**src/inc/rcs_pkg.sv**
```systemverilog
// Shared constants, types and helpers of the reset and clock source controller.
// Assumes a single core clock domain; pin-level inputs are synchronised inside the controller.
package rcs_pkg;

    // APB register byte offsets
    localparam logic [7:0] RCS_OFF_CONFIG = 8'h00;
    localparam logic [7:0] RCS_OFF_OSC = 8'h04;
    localparam logic [7:0] RCS_OFF_WDT = 8'h08;
    localparam logic [7:0] RCS_OFF_STATUS = 8'h0C;
    localparam logic [7:0] RCS_OFF_WDT_COUNT = 8'h10;

    // Configuration word: bit 0 reset pin, bits 3:1 high clock option, bit 4 noise filter, bits 7:5 divider
    typedef struct packed {
        logic [2:0] div_sel;
        logic noise_filter_en;
        logic [2:0] high_clock_option_select;
        logic reset_pin_en;
    } rcs_cfg_t;

    localparam rcs_cfg_t RCS_CFG_RESET = 8'h41;

    // High clock option codes
    localparam logic [2:0] RCS_HOPT_FAST_RC = 3'h0;
    localparam logic [2:0] RCS_HOPT_FAST_RC_RTC = 3'h1;
    localparam logic [2:0] RCS_HOPT_EXT_RC = 3'h2;
    localparam logic [2:0] RCS_HOPT_XTAL_32K = 3'h3;
    localparam logic [2:0] RCS_HOPT_XTAL_12M = 3'h4;
    localparam logic [2:0] RCS_HOPT_XTAL_4M = 3'h5;

    // Divider select values (divide by 2**sel)
    localparam logic [2:0] RCS_SLOW_DIV_SEL = 3'h2;
    localparam logic [2:0] RCS_NF_MIN_SEL = 3'h2;

    // Oscillator control register
    localparam int RCS_OSC_CLOCK_MODE_SELECT_BIT = 2;
    localparam logic RCS_CLOCK_MODE_SELECT_RESET = 1'b0;

    // Watchdog control register
    localparam int RCS_WDT_CLEAR_BIT = 0;
    localparam int RCS_WDT_EN_BIT = 1;
    localparam logic RCS_WDT_EN_RESET = 1'b1;

    // Status register field positions
    localparam int RCS_ST_STATE_LSB = 0;
    localparam int RCS_ST_SYSRST_BIT = 2;
    localparam int RCS_ST_WDTF_BIT = 3;
    localparam int RCS_ST_EXTF_BIT = 4;
    localparam int RCS_ST_SRC_LSB = 5;
    localparam int RCS_ST_DIV_LSB = 7;
    localparam int RCS_ST_PIN_BIT = 10;

    // Clock source codes as seen in status
    localparam logic [1:0] RCS_SRC_FAST_RC = 2'h0;
    localparam logic [1:0] RCS_SRC_EXT = 2'h1;
    localparam logic [1:0] RCS_SRC_SLOW_RC = 2'h2;

    // Sequence timing, in slow RC periods, and the reset vector
    localparam int RCS_CFG_PERIODS = 2048;
    localparam int RCS_WDT_LIMIT = 4096;
    localparam logic [15:0] RCS_RESET_VECTOR = 16'h0000;

    typedef enum logic [1:0] {
        RCS_ST_PIN_WAIT = 2'b00,
        RCS_ST_INIT = 2'b01,
        RCS_ST_WARMUP = 2'b10,
        RCS_ST_RUN = 2'b11
    } rcs_state_t;

    // Terminal count of the instruction-rate divider
    function automatic logic [6:0] rcs_div_mask(input logic [2:0] sel);
        logic [7:0] p;
        p = 8'h01 << sel;
        return p[6:0] - 7'h01;
    endfunction

endpackage

```
**src/design/rcs_sync3.sv**
```systemverilog
// Three-stage synchroniser with agreement filter and rising-edge pulse.
// Assumes the input is asynchronous to CLK.
`timescale 1ns/100ps
module rcs_sync3 (
    input wire logic clk, // Core clock
    input wire logic rst, // Synchronous reset, active high
    input wire logic async_in, // Asynchronous input
    output logic level_out, // Filtered level
    output logic rise_out // One-cycle pulse on rising level
);
    logic s1_reg, s2_reg, s3_reg, level_reg, rise_reg;
    logic level_next, rise_next;

    always_comb
    begin
        level_next = level_reg;
        if (s2_reg == s3_reg)
        begin
            level_next = s3_reg;
        end
        rise_next = level_next & ~level_reg;
    end

    always_ff @(posedge clk)
    begin
        if (rst)
        begin
            s1_reg <= 1'b0;
            s2_reg <= 1'b0;
            s3_reg <= 1'b0;
            level_reg <= 1'b0;
            rise_reg <= 1'b0;
        end
        else
        begin
            s1_reg <= async_in;
            s2_reg <= s1_reg;
            s3_reg <= s2_reg;
            level_reg <= level_next;
            rise_reg <= rise_next;
        end
    end

    assign level_out = level_reg;
    assign rise_out = rise_reg;
endmodule

```
**src/design/rcs_divider.sv**
```systemverilog
// Instruction-rate divider: counts source edges, ticks every 2**sel edges.
// Assumes src_edge is a one-cycle pulse per source period.
`timescale 1ns/100ps
module rcs_divider
    import rcs_pkg::*;
(
    input wire logic clk, // Core clock
    input wire logic rst, // Synchronous reset, active high
    input wire logic run, // Tick allowed
    input wire logic src_edge, // Selected source edge
    input wire logic [2:0] div_sel, // Divide by 2**div_sel
    output logic tick // One-cycle instruction tick
);
    logic [6:0] cnt_reg, cnt_next;
    logic tick_reg, tick_next;

    always_comb
    begin
        cnt_next = cnt_reg;
        tick_next = 1'b0;
        if (src_edge)
        begin
            if (cnt_reg >= rcs_div_mask(div_sel))
            begin
                cnt_next = 7'h00;
                tick_next = run;
            end
            else
            begin
                cnt_next = cnt_reg + 7'h01;
            end
        end
    end

    always_ff @(posedge clk)
    begin
        if (rst)
        begin
            cnt_reg <= 7'h00;
            tick_reg <= 1'b0;
        end
        else
        begin
            cnt_reg <= cnt_next;
            tick_reg <= tick_next;
        end
    end

    assign tick = tick_reg;
endmodule

```
**src/design/rcs_reset_clock_ctrl.sv**
```systemverilog
// Reset sequencer, watchdog and system clock source selection with an APB slave.
// Assumes oscillator outputs and the reset pin arrive asynchronously on input pins.
//
// The APB slave port and the address map were decided locally.
`timescale 1ns/100ps
module rcs_reset_clock_ctrl
    import rcs_pkg::*;
#(
    parameter int CFG_PERIODS = RCS_CFG_PERIODS,
    parameter int WDT_LIMIT = RCS_WDT_LIMIT,
    parameter int WDT_W = 16
)
(
    input wire logic CORE_CLK, // Core clock, 10 MHz
    input wire logic RESET, // Synchronous reset, active high
    input wire logic PSEL, // APB select
    input wire logic PENABLE, // APB enable
    input wire logic PWRITE, // APB direction
    input wire logic [7:0] PADDR, // APB byte address
    input wire logic [31:0] PWDATA, // APB write data
    output logic [31:0] PRDATA, // APB read data
    output logic PREADY, // APB ready
    output logic PSLVERR, // APB error on unmapped address
    input wire logic RESET_PIN_N, // External reset pin, active low
    input wire logic FAST_RC_CLK, // Internal fast RC oscillator output
    input wire logic EXT_OSC_CLK, // External oscillator output
    input wire logic SLOW_RC_CLK, // Internal slow RC oscillator output
    output logic SYS_RESET, // System held in reset
    output logic SYS_INIT, // Pulse: load initial register values
    output logic FETCH_START, // Pulse: start fetching
    output logic [15:0] FETCH_ADDR, // First fetch address
    output logic CPU_TICK, // Pulse: one instruction cycle
    output logic [1:0] CLK_SOURCE // Selected system clock source
);
    rcs_state_t state_reg, state_next;
    rcs_cfg_t cfg_reg, cfg_next;
    logic [15:0] cnt_reg, cnt_next;
    logic [WDT_W-1:0] wdt_reg, wdt_next;
    logic clock_mode_select_reg, clock_mode_select_next;
    logic wdt_en_reg, wdt_en_next;
    logic wdt_flag_reg, wdt_flag_next;
    logic ext_flag_reg, ext_flag_next;
    logic sys_reset_reg, sys_reset_next;
    logic sys_init_reg, sys_init_next;
    logic fetch_start_reg, fetch_start_next;
    logic [15:0] fetch_addr_reg, fetch_addr_next;
    logic [31:0] prdata_reg, prdata_next;
    logic [1:0] src_reg, src_next;
    logic pin_level, fast_edge, ext_edge, slow_edge;
    logic ext_hold, wdt_over, wdt_clear, running;
    logic apb_wr, apb_setup, addr_ok;
    logic src_edge;
    logic [2:0] div_eff;
    logic div_tick;

    rcs_sync3 u_pin_sync (
        .clk(CORE_CLK),
        .rst(RESET),
        .async_in(RESET_PIN_N),
        .level_out(pin_level),
        .rise_out()
    );

    rcs_sync3 u_fast_sync (
        .clk(CORE_CLK),
        .rst(RESET),
        .async_in(FAST_RC_CLK),
        .level_out(),
        .rise_out(fast_edge)
    );

    rcs_sync3 u_ext_sync (
        .clk(CORE_CLK),
        .rst(RESET),
        .async_in(EXT_OSC_CLK),
        .level_out(),
        .rise_out(ext_edge)
    );

    rcs_sync3 u_slow_sync (
        .clk(CORE_CLK),
        .rst(RESET),
        .async_in(SLOW_RC_CLK),
        .level_out(),
        .rise_out(slow_edge)
    );

    // APB decode
    assign apb_setup = PSEL & ~PENABLE;
    assign apb_wr = PSEL & PENABLE & PWRITE;
    assign addr_ok = (PADDR == RCS_OFF_CONFIG) | (PADDR == RCS_OFF_OSC) | (PADDR == RCS_OFF_WDT)
        | (PADDR == RCS_OFF_STATUS) | (PADDR == RCS_OFF_WDT_COUNT);
    assign PREADY = 1'b1;
    assign PSLVERR = PSEL & PENABLE & ~addr_ok;

    // Pin held low with the pin enabled forces reset in any state
    assign ext_hold = cfg_reg.reset_pin_en & ~pin_level;
    assign running = (state_reg == RCS_ST_RUN);
    assign wdt_clear = apb_wr & (PADDR == RCS_OFF_WDT) & PWDATA[RCS_WDT_CLEAR_BIT];
    assign wdt_over = running & wdt_en_reg & slow_edge & ~wdt_clear
        & (wdt_reg == WDT_W'(WDT_LIMIT - 1));

    // Source selection and divider setting
    always_comb
    begin
        src_next = RCS_SRC_FAST_RC;
        div_eff = cfg_reg.div_sel;
        src_edge = fast_edge;
        if (clock_mode_select_reg)
        begin
            src_next = RCS_SRC_SLOW_RC;
            src_edge = slow_edge;
            div_eff = RCS_SLOW_DIV_SEL;
        end
        else
        begin
            case (cfg_reg.high_clock_option_select)
                RCS_HOPT_FAST_RC, RCS_HOPT_FAST_RC_RTC:
                begin
                    src_next = RCS_SRC_FAST_RC;
                    src_edge = fast_edge;
                end
                default:
                begin
                    src_next = RCS_SRC_EXT;
                    src_edge = ext_edge;
                end
            endcase
            if (cfg_reg.noise_filter_en && (cfg_reg.div_sel < RCS_NF_MIN_SEL))
            begin
                div_eff = RCS_NF_MIN_SEL;
            end
        end
    end

    // Tick only into a RUN cycle, never in the first reset cycle
    rcs_divider u_divider (
        .clk(CORE_CLK),
        .rst(RESET),
        .run(~sys_reset_next),
        .src_edge(src_edge),
        .div_sel(div_eff),
        .tick(div_tick)
    );

    // Reset sequencer
    always_comb
    begin
        state_next = state_reg;
        cnt_next = cnt_reg;
        fetch_addr_next = fetch_addr_reg;
        if (ext_hold)
        begin
            state_next = RCS_ST_PIN_WAIT;
            cnt_next = 16'h0000;
        end
        else
        begin
            case (state_reg)
                RCS_ST_PIN_WAIT:
                begin
                    state_next = RCS_ST_INIT;
                end
                RCS_ST_INIT:
                begin
                    fetch_addr_next = RCS_RESET_VECTOR;
                    cnt_next = 16'h0000;
                    state_next = RCS_ST_WARMUP;
                end
                RCS_ST_WARMUP:
                begin
                    if (slow_edge)
                    begin
                        if (cnt_reg == 16'(CFG_PERIODS - 1))
                        begin
                            state_next = RCS_ST_RUN;
                            cnt_next = 16'h0000;
                        end
                        else
                        begin
                            cnt_next = cnt_reg + 16'h0001;
                        end
                    end
                end
                RCS_ST_RUN:
                begin
                    if (wdt_over)
                    begin
                        state_next = RCS_ST_PIN_WAIT;
                    end
                end
                default:
                begin
                    state_next = RCS_ST_PIN_WAIT;
                end
            endcase
        end
        sys_reset_next = (state_next != RCS_ST_RUN);
        sys_init_next = (state_next == RCS_ST_INIT);
        fetch_start_next = (state_next == RCS_ST_RUN) & ~running;
    end

    // Watchdog counter
    always_comb
    begin
        wdt_next = wdt_reg;
        if (!running || wdt_clear || !wdt_en_reg)
        begin
            wdt_next = '0;
        end
        else if (slow_edge)
        begin
            if (wdt_over)
            begin
                wdt_next = '0;
            end
            else
            begin
                wdt_next = wdt_reg + WDT_W'(1);
            end
        end
    end

    // Software-visible registers
    always_comb
    begin
        cfg_next = cfg_reg;
        clock_mode_select_next = clock_mode_select_reg;
        wdt_en_next = wdt_en_reg;
        wdt_flag_next = wdt_flag_reg;
        ext_flag_next = ext_flag_reg;
        if (apb_wr)
        begin
            case (PADDR)
                RCS_OFF_CONFIG:
                begin
                    cfg_next = rcs_cfg_t'(PWDATA[7:0]);
                end
                RCS_OFF_OSC:
                begin
                    clock_mode_select_next = PWDATA[RCS_OSC_CLOCK_MODE_SELECT_BIT];
                end
                RCS_OFF_WDT:
                begin
                    wdt_en_next = PWDATA[RCS_WDT_EN_BIT];
                end
                RCS_OFF_STATUS:
                begin
                    if (PWDATA[RCS_ST_WDTF_BIT])
                    begin
                        wdt_flag_next = 1'b0;
                    end
                    if (PWDATA[RCS_ST_EXTF_BIT])
                    begin
                        ext_flag_next = 1'b0;
                    end
                end
                default:
                begin
                    cfg_next = cfg_reg;
                end
            endcase
        end
        // Events win over a clear in the same cycle
        if (wdt_over)
        begin
            wdt_flag_next = 1'b1;
        end
        if (ext_hold && running)
        begin
            ext_flag_next = 1'b1;
        end
        // Mode select and watchdog enable return to initial values during the sequence
        if (!running)
        begin
            clock_mode_select_next = RCS_CLOCK_MODE_SELECT_RESET;
            wdt_en_next = RCS_WDT_EN_RESET;
        end
    end

    // Read data captured in the setup phase
    always_comb
    begin
        prdata_next = prdata_reg;
        if (apb_setup && !PWRITE)
        begin
            prdata_next = 32'h00000000;
            case (PADDR)
                RCS_OFF_CONFIG:
                begin
                    prdata_next[7:0] = cfg_reg;
                end
                RCS_OFF_OSC:
                begin
                    prdata_next[RCS_OSC_CLOCK_MODE_SELECT_BIT] = clock_mode_select_reg;
                end
                RCS_OFF_WDT:
                begin
                    prdata_next[RCS_WDT_EN_BIT] = wdt_en_reg;
                end
                RCS_OFF_STATUS:
                begin
                    prdata_next[RCS_ST_STATE_LSB +: 2] = state_reg;
                    prdata_next[RCS_ST_SYSRST_BIT] = sys_reset_reg;
                    prdata_next[RCS_ST_WDTF_BIT] = wdt_flag_reg;
                    prdata_next[RCS_ST_EXTF_BIT] = ext_flag_reg;
                    prdata_next[RCS_ST_SRC_LSB +: 2] = src_reg;
                    prdata_next[RCS_ST_DIV_LSB +: 3] = div_eff;
                    prdata_next[RCS_ST_PIN_BIT] = pin_level;
                end
                RCS_OFF_WDT_COUNT:
                begin
                    prdata_next[WDT_W-1:0] = wdt_reg;
                end
                default:
                begin
                    prdata_next = 32'h00000000;
                end
            endcase
        end
    end

    always_ff @(posedge CORE_CLK)
    begin
        if (RESET)
        begin
            state_reg <= RCS_ST_PIN_WAIT;
            cnt_reg <= 16'h0000;
            wdt_reg <= '0;
            cfg_reg <= RCS_CFG_RESET;
            clock_mode_select_reg <= RCS_CLOCK_MODE_SELECT_RESET;
            wdt_en_reg <= RCS_WDT_EN_RESET;
            wdt_flag_reg <= 1'b0;
            ext_flag_reg <= 1'b0;
            sys_reset_reg <= 1'b1;
            sys_init_reg <= 1'b0;
            fetch_start_reg <= 1'b0;
            fetch_addr_reg <= RCS_RESET_VECTOR;
            prdata_reg <= 32'h00000000;
            src_reg <= RCS_SRC_FAST_RC;
        end
        else
        begin
            state_reg <= state_next;
            cnt_reg <= cnt_next;
            wdt_reg <= wdt_next;
            cfg_reg <= cfg_next;
            clock_mode_select_reg <= clock_mode_select_next;
            wdt_en_reg <= wdt_en_next;
            wdt_flag_reg <= wdt_flag_next;
            ext_flag_reg <= ext_flag_next;
            sys_reset_reg <= sys_reset_next;
            sys_init_reg <= sys_init_next;
            fetch_start_reg <= fetch_start_next;
            fetch_addr_reg <= fetch_addr_next;
            prdata_reg <= prdata_next;
            src_reg <= src_next;
        end
    end

    assign PRDATA = prdata_reg;
    assign SYS_RESET = sys_reset_reg;
    assign SYS_INIT = sys_init_reg;
    assign FETCH_START = fetch_start_reg;
    assign FETCH_ADDR = fetch_addr_reg;
    assign CPU_TICK = div_tick;
    assign CLK_SOURCE = src_reg;
endmodule

```
**config.mk**
```make
export PLATFORM = sky130hd
export DESIGN_NAME = rcs_reset_clock_ctrl
export DESIGN_NICKNAME = d
export VERILOG_FILES = /design/src/inc/rcs_pkg.sv /design/src/design/rcs_sync3.sv /design/src/design/rcs_divider.sv /design/src/design/rcs_reset_clock_ctrl.sv
export SDC_FILE = /design/constraint.sdc
export NUM_CORES = 1
export LEC_CHECK = 0
export ABC_CLOCK_PERIOD_IN_PS = 3600
export BUFFER_PORTS_ARGS = -buffer_cell sky130_fd_sc_hd__buf_2
export CAP_MARGIN = 20
export CORE_ASPECT_RATIO = 1.4
export CORE_UTILIZATION = 25
export DETAILED_ROUTE_END_ITERATION = 16
export GPL_ROUTABILITY_DRIVEN = 0
export PLACE_DENSITY = 0.45
export SETUP_SLACK_MARGIN = 0.3
export SLEW_MARGIN = 30
export SYNTH_ARGS = -nofsm -noshare
export SYNTH_HDL_FRONTEND = slang
export SYNTH_SLANG_ARGS = --single-unit
```
**constraint.sdc**
```tcl
create_clock -name CORE_CLK -period 3.6 [get_ports CORE_CLK]
set_input_delay 0.18 -clock CORE_CLK [delete_from_list [all_inputs] [get_ports CORE_CLK]]
set_output_delay 0.18 -clock CORE_CLK [all_outputs]
set_load 0.01 [all_outputs]
```
; Word level (Yosys, flattened, before mapping)
; Index checks and enable logic that the tools add are counted.
[op_classes]
n_addsub = 4
order_cmp = 2
n_eq_ne = 18
shift = 1
muxes = 33
n_bitwise = 30
reduce_logical = 30
[ops]
columns = cell, count
row1 = 16-bit 2-to-1 mux, 3
row2 = 16-bit by 1-bit adder with 16-bit output (second input constant), 2
row3 = 16-bit one-hot mux with 2 select lines, 1
row4 = 16-bit by 11-bit == test with 1-bit output (second input constant), 1
row5 = 16-bit by 12-bit == test with 1-bit output (second input constant), 1
row6 = 8-bit by 4-bit == test with 1-bit output (second input constant), 2
row7 = 1-bit AND, 15
row8 = 5-bit one-hot mux with 3 select lines, 1
row9 = 1-bit 2-to-1 mux, 14
row10 = 2-bit nonzero test, 7
row11 = 1-bit inverter, 11
row12 = 2-bit 2-to-1 mux, 5
row13 = 2-bit OR reduction, 5
row14 = 8-bit by 3-bit == test with 1-bit output (second input constant), 1
row15 = 8-bit by 5-bit == test with 1-bit output (second input constant), 1
row16 = 8-bit zero test, 1
row17 = 1-bit one-hot mux with 4 select lines, 2
row18 = 2-bit one-hot mux with 4 select lines, 1
row19 = 2-bit AND reduction, 4
row20 = 7-bit by 1-bit adder with 7-bit output (second input constant), 1
row21 = 7-bit greater-or-equal comparator, 1
row22 = 7-bit 2-to-1 mux, 1
row23 = 1-bit by 3-bit << shifter with 7-bit output (first input constant), 1
row24 = 7-bit by 1-bit subtractor with 7-bit output (second input constant), 1
row25 = 19 further kinds, 35
[word_totals]
register_bits = 94
input_bits = 49
out_inout_bits = 56
elab_cells = 156

; Longest topological paths before layout
; Gate-level depths: netlist (run 1).
[logic_depth]
word_depth = 12
mapped_depth = 13
ltp_nobuf = 12

; Hierarchy
; From an unflattened synthesis (run 1), not the netlist that was laid out.
[hier_totals]
hier_cells = 529
hier_area_um2 = 4718.3
[modules_own_cells]
columns = module, n_inst, cells_each, area_each_um2, seq_area_each_um2
row1 = rcs_reset_clock_ctrl, 1, 424, 3597.2, 1341.3
row2 = rcs_sync3, 4, 12, 148.9, 100.1
row3 = rcs_divider, 1, 57, 525.5, 160.2

; Worst setup path before layout (run 1)
; OpenSTA, ideal clock, no wires.
[synth_timing]
path_kind = reg-to-reg
startpoint = reg clock_mode_select_reg
endpoint = reg u_divider.cnt_reg[2]
setup_ns = 0.132
t_arrival_ns = 2.316
required_ns = 3.468
setup_slack_ns = 1.152
stages_incl_launch_ff = 14
path_buffers = 1
period_less_slack_ns = 2.448
cell_sequence = dfxtp_1 clkbuf_1 nor4_1 nand2b_1 ha_1 nor2_1 a32o_1 nand2_1 ha_1 nand2_1 o21ai_0 a21oi_1 nor2_1 nor3_1
[synth_via]
elab_chain_len = 5
word_cells_on_any_way = 6
[synth_rtl]
columns = element, line_no
row1 = from (decl), rcs_reset_clock_ctrl.sv:39  ; logic clock_mode_select_reg, clock_mode_select_next;
row2 = from (signal assigned), rcs_reset_clock_ctrl.sv:348  ; clock_mode_select_reg <= clock_mode_select_next;
row3 = 3-bit 2-to-1 mux, rcs_reset_clock_ctrl.sv:109  ; if (clock_mode_select_reg)
row4 = 1-bit by 3-bit << shifter with 7-bit output, rcs_pkg.sv:72  ; p = 8'h01 << sel;
row5 = 7-bit by 1-bit subtractor with 7-bit output, rcs_pkg.sv:73  ; return p[6:0] - 7'h01;
row6 = 7-bit greater-or-equal comparator, rcs_divider.sv:23  ; if (cnt_reg >= rcs_div_mask(div_sel))
row7 = 7-bit 2-to-1 mux, rcs_divider.sv:23
row8 = to (signal assigned), rcs_divider.sv:44  ; cnt_reg <= cnt_next;
row9 = to (decl), rcs_divider.sv:14  ; logic [6:0] cnt_reg, cnt_next;
; Several ways; a longest one is shown, not always the timed one.
; A chain may end at the register's enable or synchronous reset.

; Worst setup path after layout (run 1)
[layout_timing]
startpoint = reg clock_mode_select_reg
endpoint = reg u_divider.cnt_reg[1]
; The elaborated chain is that of the path after synthesis.

==> out/qor.csv, run 1 <==
stage;metric;value;unit
route;initial DRC count;151;
timing;clk_skew;0.007259;ns
grt;initial antenna violation count;1;
timing;RSZ-0062 raised after global routing;no;
clocking;worst skew pair latency;0.35;ns
placed_design;Detailed Place HPWL;8259;um
grt;first-pass GRT wire length;17840;um
placed_design;port bufs;47;
power;pwr dens;391.4;nW/um^2
worst_hold_path;Hold Crit Endpoint;u_slow_sync.s1_reg;
critical_path;Worst Path Required;3.82;ns
timing;relative slew slack;43.92;%
yosys;ys flop type;dfxtp_1;
critical_path;CP Capture Type;register;
placed_design;dpl ws;0.9216;ns
floorplanning;# rows;58;
critical_path;capturing point of the worst reg2reg path;u_divider.cnt_reg[1];
critical_path;worst-path fanout max;11;
clocking;TritonCTS Buffers;9;
route;vias per inst;4.534;
timing;maximum clock rate;374.7;MHz
yosys;number of synthesized flops with an enable pin;0;
worst_hold_path;HP Start;SLOW_RC_CLK;
floorplanning;Die H;162.6;um
worst_hold_path;Hold Path Cell Cnt;2;
yosys;sequential fraction of the synthesis area;40.86;%
timing;fin crit share;74.13;%
yosys;cells after synthesis;543;
clocking;Worst-path clk slew;0.07;ns
timing;minimum clock period;2.669;ns
finish;most frequent cells in the layout;94 x dfxtp_1, 64 x nor2_1, 49 x nand2_1, 47 x buf_2, 33 x conb_1;
finish;multi-input logic area;2420;um^2
grt;vias in the first global route;3524;
clocking;H-tree levels;3;
power;Leak;0.001937;uW
critical_path;R2R cell count;12;
floorplanning;initial core utilization;25.59;%
timing;Final setup viols;0;
route;DRC errors left;0;
critical_path;reg2reg start;clock_mode_select_reg;
power;worst vdd ir;196.4;uV
floorplanning;Horiz. Die Dim;116.7;um
finish;share of layout cells above drive strength 1;12.95;%
route;drt total wl;10960;um
grt;largest net degree at the start of global routing;40;
critical_path;Arrival @ worst endpoint;2.89;ns
floorplanning;# IOs;105;
timing;worst slew pin tran;0.8347;ns
worst_hold_path;min-delay worst type;in -> reg;
yosys;Synth warnings;0;
finish;area growth from synthesis to layout;11.93;%
clocking;Setup Fix Bufs, Post-CTS;0;
timing;Setup TNS Final;0;ns
finish;fillers;1968;
grt;grt ovf;0;
yosys;async set-reset flop share out of synthesis;0;%
run_status;outcome;completed;
timing;hold slack;0.03877;ns
critical_path;critical path class;reg -> reg;
floorplanning;Core ar.;18000;um^2
clocking;root buffer cell;clkbuf_16;
finish;Storage cell area;1882;um^2
critical_path;register-to-register setup slack;0.93;ns
yosys;Yosys reg bits;94;
critical_path;worst setup path startpoint;clock_mode_select_reg;
finish;commonest non-fill, non-tap cell in the layout;dfxtp_1;
clocking;CTS sink cnt;94;
yosys;Synth Cell Area;4606;um^2
floorplanning;Die ar.;18980;um^2
clocking;CTS max path bufs;2;
grt;gr usage total;12.24;%
job;maxcap violations;0;
route;DRT Pass-1 Iters;4;
clocking;hold buffers post-CTS;0;
timing;Max Slew Vio Count;0;
yosys;Synth cell types;57;
timing;final hold violations;0;
route;post-detailed-route count of antenna-violating nets;0;
yosys;Avg Cell Area, Syn;8.482;um^2
clocking;CTS tree;yes;
route;WL/cell;13.37;um
route;Vias;3718;
timing;final worst slack;0.9312;ns
finish;Final Util;28.64;%
critical_path;crit start category;register;
clocking;cts repair resizes;0;
finish;# nets final;634;
==> critical path: stages, from the launching register on <==
cell and delay [ns]:
dfxtp_1 0.42, nor4_1 0.38, nand2b_1 0.14, ha_1 0.24, nor2_1 0.09, a32o_1 0.16
nand2_1 0.06, ha_1 0.29, nand2_1 0.06, o21ai_0 0.15, a21oi_1 0.08, nor2_1 0.37
nor3_1 0.10
==> per-layer routing <==
metal	track usage, %	vias up	part of all wire (%)
met1	15.01	1710	46
met2	20.76	82	49
met3	2.159	12	3.3
li1	-	1914	-
met4	5.178	0	2.0
met5	0	-	0
==> logic make-up (layout without fill, tap and decap cells) <==
logic type | Yosys count | in the layout | synth area share (%)
xor+xnor | 26 | 26 | 4.944
buf+inv | 68 | 73 | 9.128
simple gates | 239 | 239 | 27.11
fa+ha+maj | 11 | 11 | 2.988
flops | 94 | 94 | 40.86
mux | 10 | 10 | 2.173
compound gates | 93 | 93 | 12.63
other cells | 2 | 34 | 0.1631
==> final cells by class <==
cell class / instances / share of cell area [%]
clock buffer: 10 / 4.442
timing repair buffer: 48 / 4.709
multi-input combinational: 412 / 46.94
tap: 240 / 5.825
inverter: 9 / 0.6553
sequential: 94 / 36.50
antenna: 1 / 0.04854
clock inverter: 6 / 0.8738
==> report_power, final <==
group | internal (uW) | switching (uW) | leakage, uW
Sequential | 1050 | 2.33 | 0.000759
Clock | 473 | 419 | 0.000137
Combinational | 21.8 | 55.8 | 0.00104
Total | 1540 | 477 | 0.00194
==> Yosys cell counts, types with 10 or more instances <==
master | number | area [um^2]
nor2_1 | 64 | 240.2
buf_4 | 33 | 247.7
a22oi_1 | 16 | 120.1
o21ai_0 | 21 | 105.1
nor2b_1 | 16 | 100.1
nand3_1 | 22 | 110.1
mux2i_1 | 10 | 100.1
nand2_1 | 49 | 183.9
xor2_1 | 17 | 148.9
nor3_1 | 25 | 125.1
a21oi_1 | 29 | 145.1
clkbuf_1 | 19 | 71.32
nand4_1 | 14 | 87.58
ha_1 | 11 | 137.6
dfxtp_1 | 94 | 1882
==> per-stage QoR <==
stage	total power (uW)	std cells	area, um^2
after detailed placement	1149	803	4878
after floorplan	1151	574	4722
after global placement	1148	803	4878
final	2018	820	5155
after CTS	2055	819	5152
after global routing	2101	819	5152
==> worst max-delay path by stage <==
stage          cells past startpoint  slack (ns)                   end
2_1_floorplan                     13        1.15  u_divider.cnt_reg[2]
3_3_place_gp                      12        0.94  u_divider.cnt_reg[4]
3_5_place_dp                      12        0.92  u_divider.cnt_reg[6]
4_1_cts                           12        0.90  u_divider.cnt_reg[6]
5_1_grt                           12        0.66  u_divider.cnt_reg[5]
6_report                          12        0.93  u_divider.cnt_reg[1]
Note: power is estimated with default switching activity, not from simulation.
==> run 2: changes to the inputs <==
--- a/config.mk
+++ b/config.mk
@@ -5,14 +5,14 @@
 export SDC_FILE = /design/constraint.sdc
 export NUM_CORES = 1
 export LEC_CHECK = 0
-export ABC_CLOCK_PERIOD_IN_PS = 3600
+export ABC_CLOCK_PERIOD_IN_PS = 2400
 export BUFFER_PORTS_ARGS = -buffer_cell sky130_fd_sc_hd__buf_2
 export CAP_MARGIN = 20
 export CORE_ASPECT_RATIO = 1.4
 export CORE_UTILIZATION = 25
 export DETAILED_ROUTE_END_ITERATION = 16
 export GPL_ROUTABILITY_DRIVEN = 0
-export PLACE_DENSITY = 0.45
+export PLACE_DENSITY = 0.47
 export SETUP_SLACK_MARGIN = 0.3
 export SLEW_MARGIN = 30
 export SYNTH_ARGS = -nofsm -noshare
==> constraint.sdc (replaced) <==
create_clock -name CORE_CLK -period 2.4 [get_ports CORE_CLK]
set_input_delay 0.12 -clock CORE_CLK [delete_from_list [all_inputs] [get_ports CORE_CLK]]
set_output_delay 0.12 -clock CORE_CLK [all_outputs]
set_load 0.01 [all_outputs]
==> out/qor.csv, run 2 (synthesized netlist as in run 1, its figures left out) <==
stage;metric;value;unit
critical_path;CP most frequent cell;ha_4;
run_status;outcome;completed;
critical_path;capturing point of the worst reg2reg path;u_divider.cnt_reg[3];
power;total power;3164;uW
route;initial DRC count;147;
finish;most frequent cells in the layout;92 x dfxtp_1, 61 x nor2_1, 47 x nand2_1, 47 x buf_2, 33 x conb_1;
critical_path;R2R cell count;12;
critical_path;critical path class;reg -> reg;
grt;largest net degree at the start of global routing;56;
clocking;TritonCTS Buffers;9;
floorplanning;Horiz. Die Dim;116.7;um
finish;Storage cell area;1884;um^2
route;vias per inst;4.611;
clocking;worst skew pair latency;0.34;ns
timing;clk_skew;0.009534;ns
floorplanning;# rows;58;
route;metal2 WL;5735;um
finish;n_diodes;0;
grt;first-pass GRT wire length;18150;um
route;top layer in use;met4;
finish;multi-input logic area;2550;um^2
timing;Max Slew Vio Count;0;
timing;maximum clock rate;439.3;MHz
grt;grt ovf;0;
timing;minimum clock period;2.276;ns
critical_path;register-to-register setup slack;0.12;ns
timing;worst slew pin tran;0.6230;ns
route;metal3 WL;407;um
critical_path;Worst Path Required;2.61;ns
floorplanning;Die H;162.6;um
critical_path;crit path cell chain;nor4_4, nand2b_1, ha_4, nor2_2, a32o_2, nand2_2, ha_4, nand2_4, o21ai_2, a21oi_2, nor2_4, nor3_1;
route;post-detailed-route count of antenna-violating nets;0;
finish;# nets final;648;
clocking;CTS tree;yes;
job;maxcap violations;0;
clocking;CTS sink cnt;94;
floorplanning;initial core utilization;25.59;%
critical_path;reg2reg start;cfg_reg[6];
route;Vias;3841;
critical_path;slowest stage delay, CP;0.33;ns
grt;vias in the first global route;3639;
clocking;H-tree levels;3;
route;DRT Pass-1 Iters;4;
critical_path;Critical-path top delay cell;dfxtp_2;
clocking;root buffer cell;clkbuf_16;
floorplanning;Die ar.;18980;um^2
finish;area growth from synthesis to layout;18.01;%
finish;commonest non-fill, non-tap cell in the layout;dfxtp_1;
placed_design;port bufs;47;
timing;relative slew slack;58.47;%
route;WL/cell;13.58;um
route;drt total wl;11310;um
clocking;Worst-path clk slew;0.07;ns
worst_hold_path;min-delay worst type;in -> reg;
floorplanning;# IOs;105;
timing;hold slack;0.01361;ns
finish;share of layout cells above drive strength 1;18.55;%
timing;RSZ-0062 raised after global routing;yes;
placed_design;Detailed Place HPWL;8455;um
power;Leak;0.002040;uW
critical_path;Setup crit end;u_divider.cnt_reg[3];
critical_path;CP Capture Type;register;
timing;fin crit share;94.85;%
route;DRC errors left;0;
critical_path;crit start category;register;
finish;fillers;1945;
floorplanning;Core ar.;18000;um^2
clocking;CTS max path bufs;2;
finish;fin area;5435;um^2
critical_path;worst-path fanout max;7;
route;M1 WL;4956;um
timing;Final setup viols;0;
power;worst vdd ir;346.3;uV
power;pwr dens;582.1;nW/um^2
grt;gr usage total;12.46;%
critical_path;Arrival @ worst endpoint;2.49;ns
critical_path;worst setup path startpoint;cfg_reg[6];
timing;final hold violations;0;
grt;initial antenna violation count;0;
placed_design;Placed Area;4969;um^2
[run 2: power by group]
part / total (uW) / switching [uW] / internal, uW / leakage [uW]
logic: 124 / 85.5 / 38.2 / 0.00113
clock network: 1470 / 626 / 843 / 0.000153
registers: 1570 / 3.15 / 1570 / 0.000759
total: 3160 / 715 / 2450 / 0.00204
[run 2: repair_timing]
item / 4_1_cts / 5_1_grt
setup buffers: 2 / 0
pin swaps: 12 / 12
hold buffers: 4 / 0
endpoints found under the setup margin: 8 / 15
gates resized for setup: 12 / 12
cloned: 0 / 0
endpoints found under the hold margin: 4 / 0
[run 2: layout make-up]
cell class / instances / share of cell area [%]
Sequential cell: 94 / 34.67
Clock inverter: 6 / 1.289
Multi-Input combinational cell: 412 / 46.92
Inverter: 9 / 0.6215
Tap cell: 240 / 5.525
Timing Repair Buffer: 62 / 6.584
Clock buffer: 10 / 4.397
[run 2: worst max-delay path: cells and delay by family, from the launching register on]
family / cells / cell delay [ns]
simple gates: 7 / 0.95
compound gates: 3 / 0.35
flops: 1 / 0.33
fa+ha+maj: 2 / 0.51
[run 2: routing by layer]
layer  vias to the layer above  global-route usage [%]
li1                       1931                       -
met1                      1801                   14.37
met2                        96                   22.22
met3                        13                   2.159
met4                         0                   5.293
met5                         -                       0
[run 2: worst min-delay path by stage]
stage | start | to | cells after the start | slack, ns
after floorplan | EXT_OSC_CLK | u_ext_sync.s1_reg | 1 | 0.25
after global placement | SLOW_RC_CLK | u_slow_sync.s1_reg | 2 | 0.35
after detailed placement | EXT_OSC_CLK | u_ext_sync.s1_reg | 2 | 0.34
after CTS | PWDATA[7] | cfg_reg[7] | 3 | 0.007
after global routing | PWDATA[7] | cfg_reg[7] | 3 | 0.02
final | PWDATA[7] | cfg_reg[7] | 3 | 0.01
[run 2: per-stage QoR]
step | setup slack [ns] | TNS, ns | cells | utilization [%]
finish | 0.1237 | 0 | 833 | 30.20
global route | -0.03856 | -0.1204 | 833 | 30.20
CTS | 0.1800 | 0 | 833 | 29.92
detailed placement | 0.1099 | 0 | 811 | 27.61
global placement | 0.1361 | 0 | 811 | 27.61
floorplan | 0.1633 | 0 | 574 | -
==> run 3: changes to the inputs <==
--- a/config.mk
+++ b/config.mk
@@ -12,7 +12,7 @@
 export CORE_UTILIZATION = 25
 export DETAILED_ROUTE_END_ITERATION = 16
 export GPL_ROUTABILITY_DRIVEN = 0
-export PLACE_DENSITY = 0.47
+export PLACE_DENSITY = 0.57
 export SETUP_SLACK_MARGIN = 0.3
 export SLEW_MARGIN = 30
 export SYNTH_ARGS = -nofsm -noshare
==> out/qor.csv, run 3 (synthesized netlist as in run 1, its figures left out) <==
stage;metric;value;unit
clocking;CTS tree;yes;
timing;relative slew slack;59.22;%
run_status;outcome;completed;
power;Leak;0.002042;uW
timing;Final setup viols;0;
job;maxcap violations;0;
worst_hold_path;HP Start;PWDATA[6];
floorplanning;Horiz. Die Dim;116.7;um
route;WL/cell;13.00;um
clocking;CTS sink cnt;94;
finish;most frequent cells in the layout;91 x dfxtp_1, 62 x nor2_1, 47 x nand2_1, 47 x buf_2, 33 x conb_1;
clocking;H-tree levels;3;
grt;Global Route met1 Usage;13.66;%
floorplanning;# rows;58;
critical_path;CP Capture Type;register;
power;pwr dens;587.9;nW/um^2
grt;met2 Use GR;21.14;%
floorplanning;Core ar.;18000;um^2
route;DRC errors left;0;
critical_path;Critical-path top delay cell;dfxtp_2;
clocking;TritonCTS Buffers;9;
floorplanning;Die ar.;18980;um^2
power;worst vdd ir;337.7;uV
finish;fillers;1938;
route;drt total wl;10880;um
finish;fin area;5450;um^2
timing;clk_skew;0.01526;ns
critical_path;Worst Path Required;2.61;ns
timing;minimum clock period;2.342;ns
clocking;worst skew pair latency;0.35;ns
finish;Final Util;30.28;%
critical_path;R2R cell count;12;
clocking;CTS max path bufs;2;
worst_hold_path;Hold Crit Endpoint;cfg_reg[6];
grt;initial antenna violation count;1;
critical_path;crit start category;register;
route;vias per inst;4.547;
worst_hold_path;min-delay worst type;in -> reg;
grt;vias in the first global route;3485;
grt;first-pass GRT wire length;17510;um
timing;maximum clock rate;427.0;MHz
placed_design;port bufs;47;
floorplanning;Die H;162.6;um
route;Vias;3806;
finish;# nets final;651;
grt;grt ovf;0;
floorplanning;# IOs;105;
timing;RSZ-0062 raised after global routing;yes;
finish;share of layout cells above drive strength 1;18.46;%
critical_path;reg2reg start;cfg_reg[6];
critical_path;worst-path fanout max;7;
grt;GR Util met3;2.642;%
grt;Most Crowded Layer GR;met2;
critical_path;Arrival @ worst endpoint;2.55;ns
timing;final hold violations;0;
grt;gr usage total;11.99;%
critical_path;capturing point of the worst reg2reg path;u_divider.cnt_reg[0];
grt;largest net degree at the start of global routing;56;
route;initial DRC count;156;
floorplanning;initial core utilization;25.59;%
critical_path;slowest stage delay, CP;0.34;ns
clocking;root buffer cell;clkbuf_16;
placed_design;Detailed Place HPWL;8135;um
route;post-detailed-route count of antenna-violating nets;0;
critical_path;CP bufs+invs;0;
placed_design;Placed Area;4969;um^2
critical_path;critical path class;reg -> reg;
critical_path;delay-heaviest family, CP;simple AND/OR/NAND/NOR gates;
critical_path;crit path cell chain;nor4_4, nand2b_1, ha_2, nor2_1, a32o_2, nand2_2, ha_4, nand2_4, o21ai_2, a21oi_2, nor2_4, nor3_2;
clocking;Worst-path clk slew;0.08;ns
worst_hold_path;Hold Path Cell Cnt;3;
route;DRT Pass-1 Iters;5;
timing;fin crit share;97.58;%
timing;Max Slew Vio Count;0;
timing;hold slack;0.02703;ns
critical_path;register-to-register setup slack;0.06;ns
power;total power;3204;uW
finish;area growth from synthesis to layout;18.34;%
timing;worst slew pin tran;0.6116;ns
finish;commonest non-fill, non-tap cell in the layout;dfxtp_1;
==> run 3: final cells by class <==
cell class	count	area [um^2]	area share, %
antenna	1	2.502	0.04591
clock inverter	6	75.07	1.377
timing repair buffer	65	385.4	7.071
multi-input combinational	412	2529	46.40
clock buffer	10	239.0	4.385
inverter	9	33.78	0.6198
sequential	94	1886	34.60
tap	240	300.3	5.510
==> run 3: how the worst max path moves through the flow <==
stage / to / slack [ns] / depth (start not counted) / start
final: u_divider.cnt_reg[0] / 0.06 / 12 / cfg_reg[6]
after floorplan: u_divider.cnt_reg[2] / 0.16 / 13 / cfg_reg[6]
after global placement: u_divider.cnt_reg[1] / 0.14 / 12 / cfg_reg[6]
after global routing: u_divider.cnt_reg[2] / -0.06 / 12 / cfg_reg[6]
after detailed placement: u_divider.cnt_reg[0] / 0.09 / 12 / cfg_reg[6]
after CTS: u_divider.cnt_reg[6] / 0.11 / 12 / clock_mode_select_reg
==> run 3: timing repair <==
item,4_1_cts,5_1_grt
setup endpoints to repair,8,11
buffers inserted,2,1
hold buffers,6,0
endpoints found under the hold margin,6,0
resized for setup,12,9
cloned,0,0
pin swaps,10,9
==> run 3: worst register-to-register path, stage by stage, from the launching register on <==
cell and delay [ns]:
dfxtp_2 0.34, nor4_4 0.34, nand2b_1 0.13, ha_2 0.22, nor2_1 0.09, a32o_2 0.17
nand2_2 0.06, ha_4 0.29, nand2_4 0.06, o21ai_2 0.12, a21oi_2 0.06, nor2_4 0.26
nor3_2 0.06
==> run 3: report_power, final <==
group          internal [uW]  total (uW)  switching [uW]
clock                    853        1510             656
sequential              1570        1570            3.28
combinational           39.2         124            85.3
==> run 3: per-stage QoR <==
stage	worst slack [ns]	instances	TNS, ns
global route	-0.05531	836	-0.3101
global placement	0.1381	811	0
detailed placement	0.09214	811	0
finish	0.05802	837	0
floorplan	0.1633	574	0
CTS	0.1076	835	0
==> run 3: metal layers <==
metal	up-vias	share of wire, %
met5	-	0
met4	0	2.1
met3	14	4.0
met2	87	51
met1	1765	43
li1	1940	-
